<file path="config.mk">
export PLATFORM = sky130hd
export DESIGN_NAME = csf_core_flags
export DESIGN_NICKNAME = d
export VERILOG_FILES = /design/src/design/csf_pkg.sv /design/src/design/csf_core_flags.sv
export SDC_FILE = /design/constraint.sdc
export NUM_CORES = 1
export LEC_CHECK = 0
export BUFFER_PORTS_ARGS = -buffer_cell sky130_fd_sc_hd__buf_2
export CORE_ASPECT_RATIO = 2
export CORE_UTILIZATION = 56
export CTS_BUF_LIST = sky130_fd_sc_hd__clkbuf_8
export DETAILED_ROUTE_END_ITERATION = 12
export MAX_ROUTING_LAYER = met4
export PLACE_DENSITY = 0.88
export SETUP_SLACK_MARGIN = 0.2
export SYNTH_ARGS = -nofsm -noshare
export SYNTH_HDL_FRONTEND = slang
export SYNTH_SLANG_ARGS = --single-unit
</file>
<file path="constraint.sdc">
create_clock -name clk_in -period 4.2 [get_ports clk_in]
set_clock_uncertainty 0.2 [all_clocks]
set_input_delay 0.42 -clock clk_in [delete_from_list [all_inputs] [get_ports clk_in]]
set_output_delay 0.42 -clock clk_in [all_outputs]
set_load 0.005 [all_outputs]
</file>
<file path="src/design/csf_pkg.sv">
package csf_pkg;
	// ************************************************************
	// register map
	// ************************************************************
	localparam logic [11:0] CSF_FLAGS_ADDR   = 12'h000;
	localparam logic [11:0] CSF_CTRL_ADDR    = 12'h004;
	localparam logic [11:0] CSF_OPND_ADDR    = 12'h008;
	localparam logic [11:0] CSF_RESULT_ADDR  = 12'h00c;
	localparam logic [11:0] CSF_EVENT_ADDR   = 12'h010;

	// ************************************************************
	// flag bit positions
	// ************************************************************
	localparam int CSF_CARRY_BIT  = 0;
	localparam int CSF_NIBBLE_BIT = 1;
	localparam int CSF_ZERO_BIT   = 2;
	localparam int CSF_SLEEP_BIT  = 3;
	localparam int CSF_WDOG_BIT   = 4;
	localparam int CSF_DW         = 8;

	localparam logic [2:0]  CSF_ARITH_RESET = 3'h0;
	localparam logic [1:0]  CSF_CAUSE_RESET = 2'h3;
	localparam logic [2:0]  CSF_UNIMP_VALUE = 3'h0;

	// event register bits
	localparam int CSF_EV_KICK    = 0;
	localparam int CSF_EV_SLEEP   = 1;
	localparam int CSF_EV_TIMEOUT = 2;
	localparam int CSF_EV_POR     = 3;

	// ************************************************************
	// operations issued through the control register
	// ************************************************************
	typedef enum logic [3:0] {
		CSF_OP_NONE,
		CSF_OP_ADD,
		CSF_OP_SUB,
		CSF_OP_AND,
		CSF_OP_IOR,
		CSF_OP_XOR,
		CSF_OP_RLC,
		CSF_OP_RRC,
		CSF_OP_MOVE
	} csf_op_type;
endpackage : csf_pkg

</file>
<file path="src/design/csf_core_flags.sv">
// Our own choices: the address map and the APB slave port.
`timescale 1ns/1ps
// How it works
// - an operation that targets the flag register keeps the zero, nibble or carry bits it updates from the flag logic and takes the others from the data.
// - the watchdog-expiry and sleep-entered bits ignore all data writes and move only on their events.
// - bits 7 to 5 of the flag register always read zero.
// - the watchdog-expiry bit is one after power-up, a kick or a sleep, and zero after a watchdog time-out with no kick or sleep in the same cycle.
// - the sleep-entered bit is one after power-up or a kick and zero after a sleep with no kick in the same cycle.
// - the zero flag is set for a zero arithmetic or logic result and cleared otherwise.
// - add and subtract load the nibble flag with the carry out of result bit 3.
// - add and subtract load the carry flag with the carry out of result bit 7.
// - subtraction adds the two's complement, so both carries mean no borrow.
// - rotate through carry loads carry with bit 7 on left and bit 0 on right.
module csf_core_flags (
	input  wire logic                       clk_in,
	input  wire logic                       reset_n_in,
	input  wire logic                       por_n_in,
	input  wire logic                       psel_in,
	input  wire logic                       penable_in,
	input  wire logic                       pwrite_in,
	input  wire logic [11:0]                paddr_in,
	input  wire logic [31:0]                pwdata_in,
	input  wire logic [3:0]                 pstrb_in,
	input  wire logic                       kick_in,
	input  wire logic                       sleep_in,
	input  wire logic                       timeout_in,
	output logic      [31:0]                prdata_out,
	output logic                            pready_out,
	output logic                            pslverr_out,
	output logic      [csf_pkg::CSF_DW-1:0] flags_out
);
	import csf_pkg::*;

	// ************************************************************
	// state
	// ************************************************************
	logic [2:0]        arith;
	logic              wdog_bit;
	logic              sleep_bit;
	logic [CSF_DW-1:0] opnd_a;
	logic [CSF_DW-1:0] opnd_b;
	logic [CSF_DW-1:0] result;
	logic              ev_kick;
	logic              ev_sleep;
	logic              ev_timeout;
	logic              ev_por;

	logic              wr_en;
	logic              rd_en;
	logic              hit;
	logic              op_go;
	logic              dest_flags;
	csf_op_type        op_code;
	logic [CSF_DW-1:0] flags_view;
	logic [CSF_DW-1:0] next_result;
	logic [2:0]        next_arith;
	logic [2:0]        upd_mask;
	logic [CSF_DW:0]   sum;
	logic [4:0]        nsum;
	logic [CSF_DW-1:0] addend;
	logic              carry_in;

	// ************************************************************
	// apb decode
	// ************************************************************
	assign wr_en      = psel_in && penable_in && pwrite_in;
	assign rd_en      = psel_in && !penable_in && !pwrite_in; // read data caught in setup
	assign hit        = (paddr_in == CSF_FLAGS_ADDR) || (paddr_in == CSF_CTRL_ADDR) ||
	                    (paddr_in == CSF_OPND_ADDR) || (paddr_in == CSF_RESULT_ADDR) ||
	                    (paddr_in == CSF_EVENT_ADDR);
	assign pready_out  = 1'b1;
	assign pslverr_out = psel_in && penable_in && !hit;

	// ctrl write: [3:0] op, [8] destination is the flag register
	assign op_go      = wr_en && (paddr_in == CSF_CTRL_ADDR) && pstrb_in[0];
	assign op_code    = csf_op_type'(pwdata_in[3:0]);
	assign dest_flags = pwdata_in[8] && pstrb_in[1];

	assign flags_view = {CSF_UNIMP_VALUE, wdog_bit, sleep_bit, arith};
	assign flags_out  = flags_view;

	// ************************************************************
	// alu
	// ************************************************************
	always_comb begin
		addend   = (op_code == CSF_OP_SUB) ? ~opnd_b : opnd_b;
		carry_in = (op_code == CSF_OP_SUB);
		sum      = {1'b0, opnd_a} + {1'b0, addend} + {8'h00, carry_in};
		nsum     = {1'b0, opnd_a[3:0]} + {1'b0, addend[3:0]} + {4'h0, carry_in};
		next_result = result;
		next_arith  = arith;
		upd_mask    = 3'h0;
		case (op_code)
			CSF_OP_ADD, CSF_OP_SUB: begin
				next_result = sum[CSF_DW-1:0];
				next_arith  = {(sum[CSF_DW-1:0] == 8'h00), nsum[4], sum[CSF_DW]};
				upd_mask    = 3'h7;
			end
			CSF_OP_AND, CSF_OP_IOR, CSF_OP_XOR: begin
				next_result = (op_code == CSF_OP_AND) ? (opnd_a & opnd_b) :
				              (op_code == CSF_OP_IOR) ? (opnd_a | opnd_b) : (opnd_a ^ opnd_b);
				next_arith[2] = (next_result == 8'h00);
				upd_mask    = 3'h4;
			end
			CSF_OP_RLC: begin
				next_result   = {opnd_a[CSF_DW-2:0], arith[0]};
				next_arith[0] = opnd_a[CSF_DW-1];
				upd_mask      = 3'h1;
			end
			CSF_OP_RRC: begin
				next_result   = {arith[0], opnd_a[CSF_DW-1:1]};
				next_arith[0] = opnd_a[0];
				upd_mask      = 3'h1;
			end
			CSF_OP_MOVE: begin
				next_result = opnd_a;
			end
			default: begin
				next_result = result;
			end
		endcase
	end

	// ************************************************************
	// operand and result registers
	// ************************************************************
	always_ff @(posedge clk_in) begin
		if (!reset_n_in) begin
			opnd_a <= 8'h00;
			opnd_b <= 8'h00;
		end else if (wr_en && paddr_in == CSF_OPND_ADDR) begin
			if (pstrb_in[0]) opnd_a <= pwdata_in[7:0];
			if (pstrb_in[1]) opnd_b <= pwdata_in[15:8];
		end
	end

	always_ff @(posedge clk_in) begin
		if (!reset_n_in) begin
			result <= 8'h00;
		end else if (op_go) begin
			result <= next_result;
		end
	end

	// ************************************************************
	// arithmetic flags, kept over non-power-on resets
	// ************************************************************
	always_ff @(posedge clk_in) begin
		if (!por_n_in) begin
			arith <= CSF_ARITH_RESET;
		end else if (!reset_n_in) begin
			arith <= arith;
		end else if (op_go && dest_flags) begin
			// flag logic wins over the data write on updated bits
			arith <= (next_arith & upd_mask) | (next_result[2:0] & ~upd_mask);
		end else if (op_go) begin
			arith <= next_arith;
		end else if (wr_en && paddr_in == CSF_FLAGS_ADDR && pstrb_in[0]) begin
			arith <= pwdata_in[2:0];
		end
	end

	// ************************************************************
	// reset-cause bits, hardware events only
	// ************************************************************
	always_ff @(posedge clk_in) begin
		if (!por_n_in) begin
			wdog_bit  <= CSF_CAUSE_RESET[1];
			sleep_bit <= CSF_CAUSE_RESET[0];
		end else if (kick_in) begin
			wdog_bit  <= 1'b1;
			sleep_bit <= 1'b1;
		end else if (sleep_in) begin
			wdog_bit  <= 1'b1;
			sleep_bit <= 1'b0;
		end else if (timeout_in) begin
			wdog_bit  <= 1'b0;
		end
	end

	// ************************************************************
	// sticky event log; set wins over write-one-to-clear
	// ************************************************************
	always_ff @(posedge clk_in) begin
		if (!reset_n_in) begin
			ev_kick    <= 1'b0;
			ev_sleep   <= 1'b0;
			ev_timeout <= 1'b0;
			ev_por     <= 1'b1;
		end else begin
			if (kick_in)
				ev_kick <= 1'b1;
			else if (wr_en && paddr_in == CSF_EVENT_ADDR && pwdata_in[CSF_EV_KICK])
				ev_kick <= 1'b0;
			if (sleep_in)
				ev_sleep <= 1'b1;
			else if (wr_en && paddr_in == CSF_EVENT_ADDR && pwdata_in[CSF_EV_SLEEP])
				ev_sleep <= 1'b0;
			if (timeout_in)
				ev_timeout <= 1'b1;
			else if (wr_en && paddr_in == CSF_EVENT_ADDR && pwdata_in[CSF_EV_TIMEOUT])
				ev_timeout <= 1'b0;
			if (wr_en && paddr_in == CSF_EVENT_ADDR && pwdata_in[CSF_EV_POR])
				ev_por <= 1'b0;
		end
	end

	// ************************************************************
	// read data
	// ************************************************************
	always_ff @(posedge clk_in) begin
		if (!reset_n_in) begin
			prdata_out <= 32'h0000_0000;
		end else if (rd_en) begin
			case (paddr_in)
				CSF_FLAGS_ADDR:  prdata_out <= {24'h00_0000, flags_view};
				CSF_OPND_ADDR:   prdata_out <= {16'h0000, opnd_b, opnd_a};
				CSF_RESULT_ADDR: prdata_out <= {24'h00_0000, result};
				CSF_EVENT_ADDR:  prdata_out <= {28'h000_0000, ev_por, ev_timeout, ev_sleep,
				                                ev_kick};
				default:         prdata_out <= 32'h0000_0000;
			endcase
		end
	end

	// checks gated by run_ok pause while either reset is applied
	logic run_ok;
	assign run_ok = reset_n_in && por_n_in;
endmodule : csf_core_flags

</file>
## Word-level counts from Yosys, hierarchy flattened

Index checks and enable logic that the tools add are counted.

| word-level totals | value |
|---|---|
| flip-flop bits (word level) | 65 |
| bits of input ports | 57 |
| output and inout bits | 42 |

| cells by class | value |
|---|---|
| add/sub/neg operators | 4 |
| equality and inequality tests | 12 |
| multiplexer cells | 18 |
| bitwise gates (word level) | 9 |
| reduce and logical (&&, ||, !) cells | 41 |

Operator list:

| kind | number |
|---|---|
| $pmux W16 S4 | 1 |
| $pmux W8 S5 | 1 |
| $eq A12 B4 Y1 const B | 2 |
| $mux W8 | 3 |
| $logic_and A1 B1 Y1 | 17 |
| $eq A4 B3 Y1 const B | 4 |
| $logic_not A8 Y1 | 2 |
| $eq A12 B3 Y1 const B | 1 |
| $eq A12 B5 Y1 const B | 1 |
| $logic_not A12 Y1 | 1 |
| $add A8 B8 Y9 | 1 |
| $add A9 B1 Y9 | 1 |
| $mux W3 | 3 |
| $pmux W3 S3 | 1 |
| $and A8 B8 Y8 | 1 |
| $eq A4 B2 Y1 const B | 2 |
| $not A8 Y8 | 1 |
| $or A8 B8 Y8 | 1 |
| $reduce_and A2 Y1 | 4 |
| $xor A8 B8 Y8 | 1 |
| $mux W1 | 7 |
| $and A3 B3 Y3 | 2 |
| $reduce_bool A2 Y1 | 3 |
| $reduce_or A2 Y1 | 3 |
| 14 further kinds | 20 |

## Logic depth before layout (Yosys ltp)

| depth | value |
|---|---|
| word-level depth | 9 |
| depth in mapped cells | 14 |
| depth with buffers taken out | 11 |

## Worst setup path before layout

No wires, ideal clock.

| timing path | value |
|---|---|
| path kind | input to register |
| start | input port pwdata_in[1] |
| end | register arith[2] |
| setup time | 0.070 ns |
| arrival time | 3.501 ns |
| data required time | 3.930 ns |
| setup slack | 0.429 ns |
| stages on the path | 13 |
| cells stage by stage | clkbuf_2 clkbuf_1 nor3b_1 nor2b_1 clkbuf_1 xnor2_1 fa_1 nand3_1 a21boi_0 mux2i_1 or4_1 or4_1 a21oi_1 |

| on the way | value |
|---|---|
| cells in the longest elaborated chain, start to end | 9 |

RTL lines:

| what | line | RTL |
|---|---|---|
| start, declared | csf_core_flags.sv:22 | `input wire logic [31:0] pwdata_in,` |
| $eq A4 B2 Y1 | csf_core_flags.sv:86, csf_core_flags.sv:87, csf_core_flags.sv:93 |  |
| $mux W8 | csf_core_flags.sv:86 | `addend = (op_code == CSF_OP_SUB) ? ~opnd_b : opnd_b;` |
| $add A8 B8 Y9 | csf_core_flags.sv:88 | `sum = {1'b0, opnd_a} + {1'b0, addend} + {8'h00, carry_in};` |
| $add A9 B1 Y9 | csf_core_flags.sv:88 |  |
| $logic_not A8 Y1 | csf_core_flags.sv:96 | `next_arith = {(sum[CSF_DW-1:0] == 8'h00), nsum[4], sum[CSF_DW]};` |
| $pmux W1 S2 | csf_core_flags.sv:93 | `case (op_code)` |
| $and A3 B3 Y3 | csf_core_flags.sv:155 | `arith <= (next_arith & upd_mask) \| (next_result[2:0] & ~upd_mask);` |
| $or A3 B3 Y3 | csf_core_flags.sv:155 |  |
| $mux W3 * | csf_core_flags.sv:153 | `end else if (op_go && dest_flags) begin` |
| end signal, assigned | csf_core_flags.sv:152 | `arith <= arith;` |
| end signal, assigned | csf_core_flags.sv:155 |  |
| end signal, assigned | csf_core_flags.sv:157 | `arith <= next_arith;` |
| end, declared | csf_core_flags.sv:37 | `logic [2:0] arith;` |

Every way passes the cells marked *; elsewhere a longest branch is shown, timed or not.
A chain may end at the register's enable or synchronous reset.

## Worst setup path after layout

| timing path | value |
|---|---|
| start | input port pwdata_in[2] |
| end | register arith[2] |

Same word-level chain as after synthesis.

==> results by group <==
Logic synthesis
  • Post-synth EDFFs: 0
  • Mux cell area share after synthesis: 0.03544
  • Top-area cell type share of the netlist area: 0.2395
  • Largest family of logic cells by synthesized area: compound AO/OA/AOI/OAI gates
  • Compound-Gate Fraction of Synth Area: 0.2566
  • Fraction of registers with async set/reset: 0
  • Synth cell count leaders: nand2_1, dfxtp_1, o21ai_0
  • Synthesized area: 4095 um^2
  • Syn_area_per_cell: around 7.8 um^2
  • Cells after Synth: ~530
  • Synth area leader: dfxtp_1
  • Synth Area in Simple Gates: 0.2530
  • Most common cell in the synthesized netlist: nand2_1
  • Post-synthesis sequential area ratio: 0.2395
  • Synthesized flop and latch total: 49
  • Ys Warns: 0
  • Post-synthesis xor/xnor area fraction: 0.02780
  • Area share of fa/ha/maj cells after synthesis: 0.08127
  • Synth cell types: 72
  • Largest cells by area after synthesis: dfxtp_1, ha_1, nand2_1
  • Most used DFF post-synth: dfxtp_1

Global routing
  • Initial antenna violation count: 0
  • Remaining Overflow, GRT: 0
  • Largest net degree at the start of global routing: 49
  • Vias in the first global route: about 4000
  • First-pass GRT wire length: ~20000 um
  • Gr usage total: 0.3488

Timing
  • Setup ws final: 890.0 ps
  • Fin. Hold Viols: 0
  • Worst slew margin: 0.4821
  • Final-report max-slew violation count: 0
  • Worst Tran Pin Value: roughly 770 ps
  • Max Fclk: about 300 MHz
  • RSZ-0062 raised after global routing: no
  • Final Setup Violations: 0
  • Final setup TNS: 0 ps
  • Final min period: 3310 ps
  • Period utilisation layout: 0.7881

Worst setup path
  • WP data arrival: about 3400 ps
  • Worst reg2reg path depth: 9
  • Slowest stage delay, CP: a little over 600 ps
  • CP required: around 4300 ps
  • CP max-delay cell: or4_1
  • CP max FO: 8
  • Crit Reg-Reg Startpoint: opnd_b[5]
  • Reg2reg setup slack: ~1100 ps
  • Critical-path cell list: buf_2, nor3b_1, nor2b_1, buf_4, xnor2_1, ha_1, or4b_2, o21ai_0, a211oi_1, o311ai_0, or4_1, a21oi_1
  • CP top delay family: simple AND/OR/NAND/NOR gates
  • Startpoint types: input port
  • WP buf/inv: 2
  • CP endpoint kind: flop
  • R2R Path End: arith[2]
  • Critical path type: input port to flop

Clock tree
  • Clock sink total: 49
  • Max clock buf depth: 2
  • Num CTS Buffers: 5
  • Clock root cell: clkbuf_8
  • Worst-path clk slew: around 90 ps
  • H-tree depth: 2
  • # hold bufs at CTS: 0
  • Worst-Skew Late Latency: about 320 ps
  • Postcts setup bufs: 0
  • Cts repair resizes: 0
  • CTS tree: yes

Die
  • Initial Utilization: 0.5855
  • I/O pin count: 99
  • Width of the chip: 62.47 um
  • Die footprint: 7680 um^2
  • Placeable Area: between 6000 and 7000 um^2
  • Die H: 122.9 um
  • Rows: 43

Drt
  • WL/cell: between 15 and 20 um
  • Number of vias per cell: 6.275
  • Vias post-DR: roughly 4000
  • Remaining antenna violation count after routing: 0
  • # DRC: 0
  • DR iter-0 viols: 260
  • Post-Route WL: between 10000 and 15000 um
  • Initial DRT Pass Iterations: 5

Layout
  • Final nets: ~650
  • Layout cells sized above 1: 0.1781
  • Cell Count, Final, Fillers Out: roughly 660
  • Area Growth Syn to Fin: 7.241%
  • Fin area: between 4000 and 5000 um^2
  • Antenna Cells: 0
  • Fillers: 630

Placed design
  • Placement Setup Slack: 561.1 ps
  • DP Cell Count: 649
  • Number of port buffers: 60
  • Placed inst area: 4302 um^2
  • Placer Congestion: slightly above 1
  • Dpl hpwl: around 9700 um

Pwr
  • Peak VDD IR: 0.0003591 V
  • Static leakage: between 0.0015 and 0.002 uW
  • Pwr/cell area: roughly 210 nW/um^2

Hold path
  • Hold Path Depth: 2
  • Hold endpoint: wdog_bit
  • Worst Hold Launch: timeout_in
  • Hold Crit Class: input port to flop

Job
  • Maxcap violations: 0

Run status
  • Status: finished clean
final cells by class:
| cell class | count | area, um^2 | share of cell area |
|---|---|---|---|
| repair buffers | 68 | 360.3 | 0.08205 |
| clock inverters | 3 | 21.27 | 0.004843 |
| inverters | 25 | 93.84 | 0.02137 |
| well taps | 90 | 112.6 | 0.02564 |
| multi-input cells | 417 | 2754 | 0.6271 |
| flip-flops and latches | 49 | 980.9 | 0.2234 |
| clock buffers | 5 | 68.82 | 0.01567 |
registers in the layout, indices dropped and copies added (netlist names):
| register | flops |
|---|---|
| arith | 3 |
| opnd_b | 8 |
| ev_timeout | 1 |
| opnd_a | 8 |
| ev_sleep | 1 |
| wdog_bit | 1 |
| ev_por | 1 |
| prdata_out | 16 |
| result | 8 |
| sleep_bit | 1 |
| ev_kick | 1 |
per-layer routing:
| metal | vias to the layer above | part of all wire | track usage |
|---|---|---|---|
| li1 | 1940 | - | - |
| met1 | 1906 | 0.34 | 0.3326 |
| met2 | 205 | 0.53 | 0.6270 |
| met3 | 72 | 0.052 | 0.03506 |
| met4 | 0 | 0.085 | 0.2892 |
| met5 | - | 0 | - |
worst max path at each step:
stage | start | end | depth (start not counted)
after detailed placement | pwdata_in[2] | arith[2] | 12
after global placement | pwdata_in[2] | arith[2] | 12
after floorplan | pwdata_in[1] | arith[2] | 13
after CTS | pwdata_in[2] | arith[2] | 12
after global routing | pwdata_in[2] | arith[2] | 12
final | pwdata_in[2] | arith[2] | 12
through the flow:
stage                     utilization  power [uW]  hold WS [ps]
final                          0.6279       904.1         131.2
after global routing           0.6279       936.4         139.0
after CTS                      0.6279       904.9         120.5
after floorplan                     -       588.1         217.3
after detailed placement       0.6150       621.1         236.3
after global placement         0.6150       617.1         230.1
power breakdown:
| part | leakage (uW) | switching, uW | internal, uW | total (uW) |
|---|---|---|---|---|
| combinational | 0.00138 | 85.8 | 55.0 | 141 |
| sequential | 0.000397 | 3.01 | 470 | 473 |
| clock | 0.0000445 | 172 | 118 | 291 |
| total | 0.00182 | 261 | 643 | 904 |
cells by family (layout without fill, tap and decap cells):
group / count (synthesis) / count (layout)
other cells: 2 / 20
xor+xnor: 13 / 13
compound gates: 146 / 146
fa+ha+maj: 26 / 26
simple gates: 198 / 198
buf+inv: 80 / 101
flops: 49 / 49
mux: 14 / 14
layout by cell type, fill, tap and decap left out, types with 3 or more instances in the layout:
cell type  count
a211oi_1       5
a21boi_0      19
a21boi_2       8
a21oi_1       26
a221oi_1       7
a222oi_1       4
a31oi_1        4
and3_1        11
buf_2         60
buf_4          8
clkbuf_8       5
conb_1        20
dfxtp_1       49
ha_1          25
inv_1         24
mux2_2         4
mux2i_1       10
nand2_1       76
nand2b_1       7
nand3_1       25
nand3b_1       3
nand4_1        4
nor2_1        22
nor2b_1        7
nor3_1         5
nor3b_1        7
o211a_1        4
o211ai_1      10
o21a_1         4
o21ai_0       30
or3_1          4
or4_1          4
xnor2_1       12
Power figures use the tool's default switching activity.
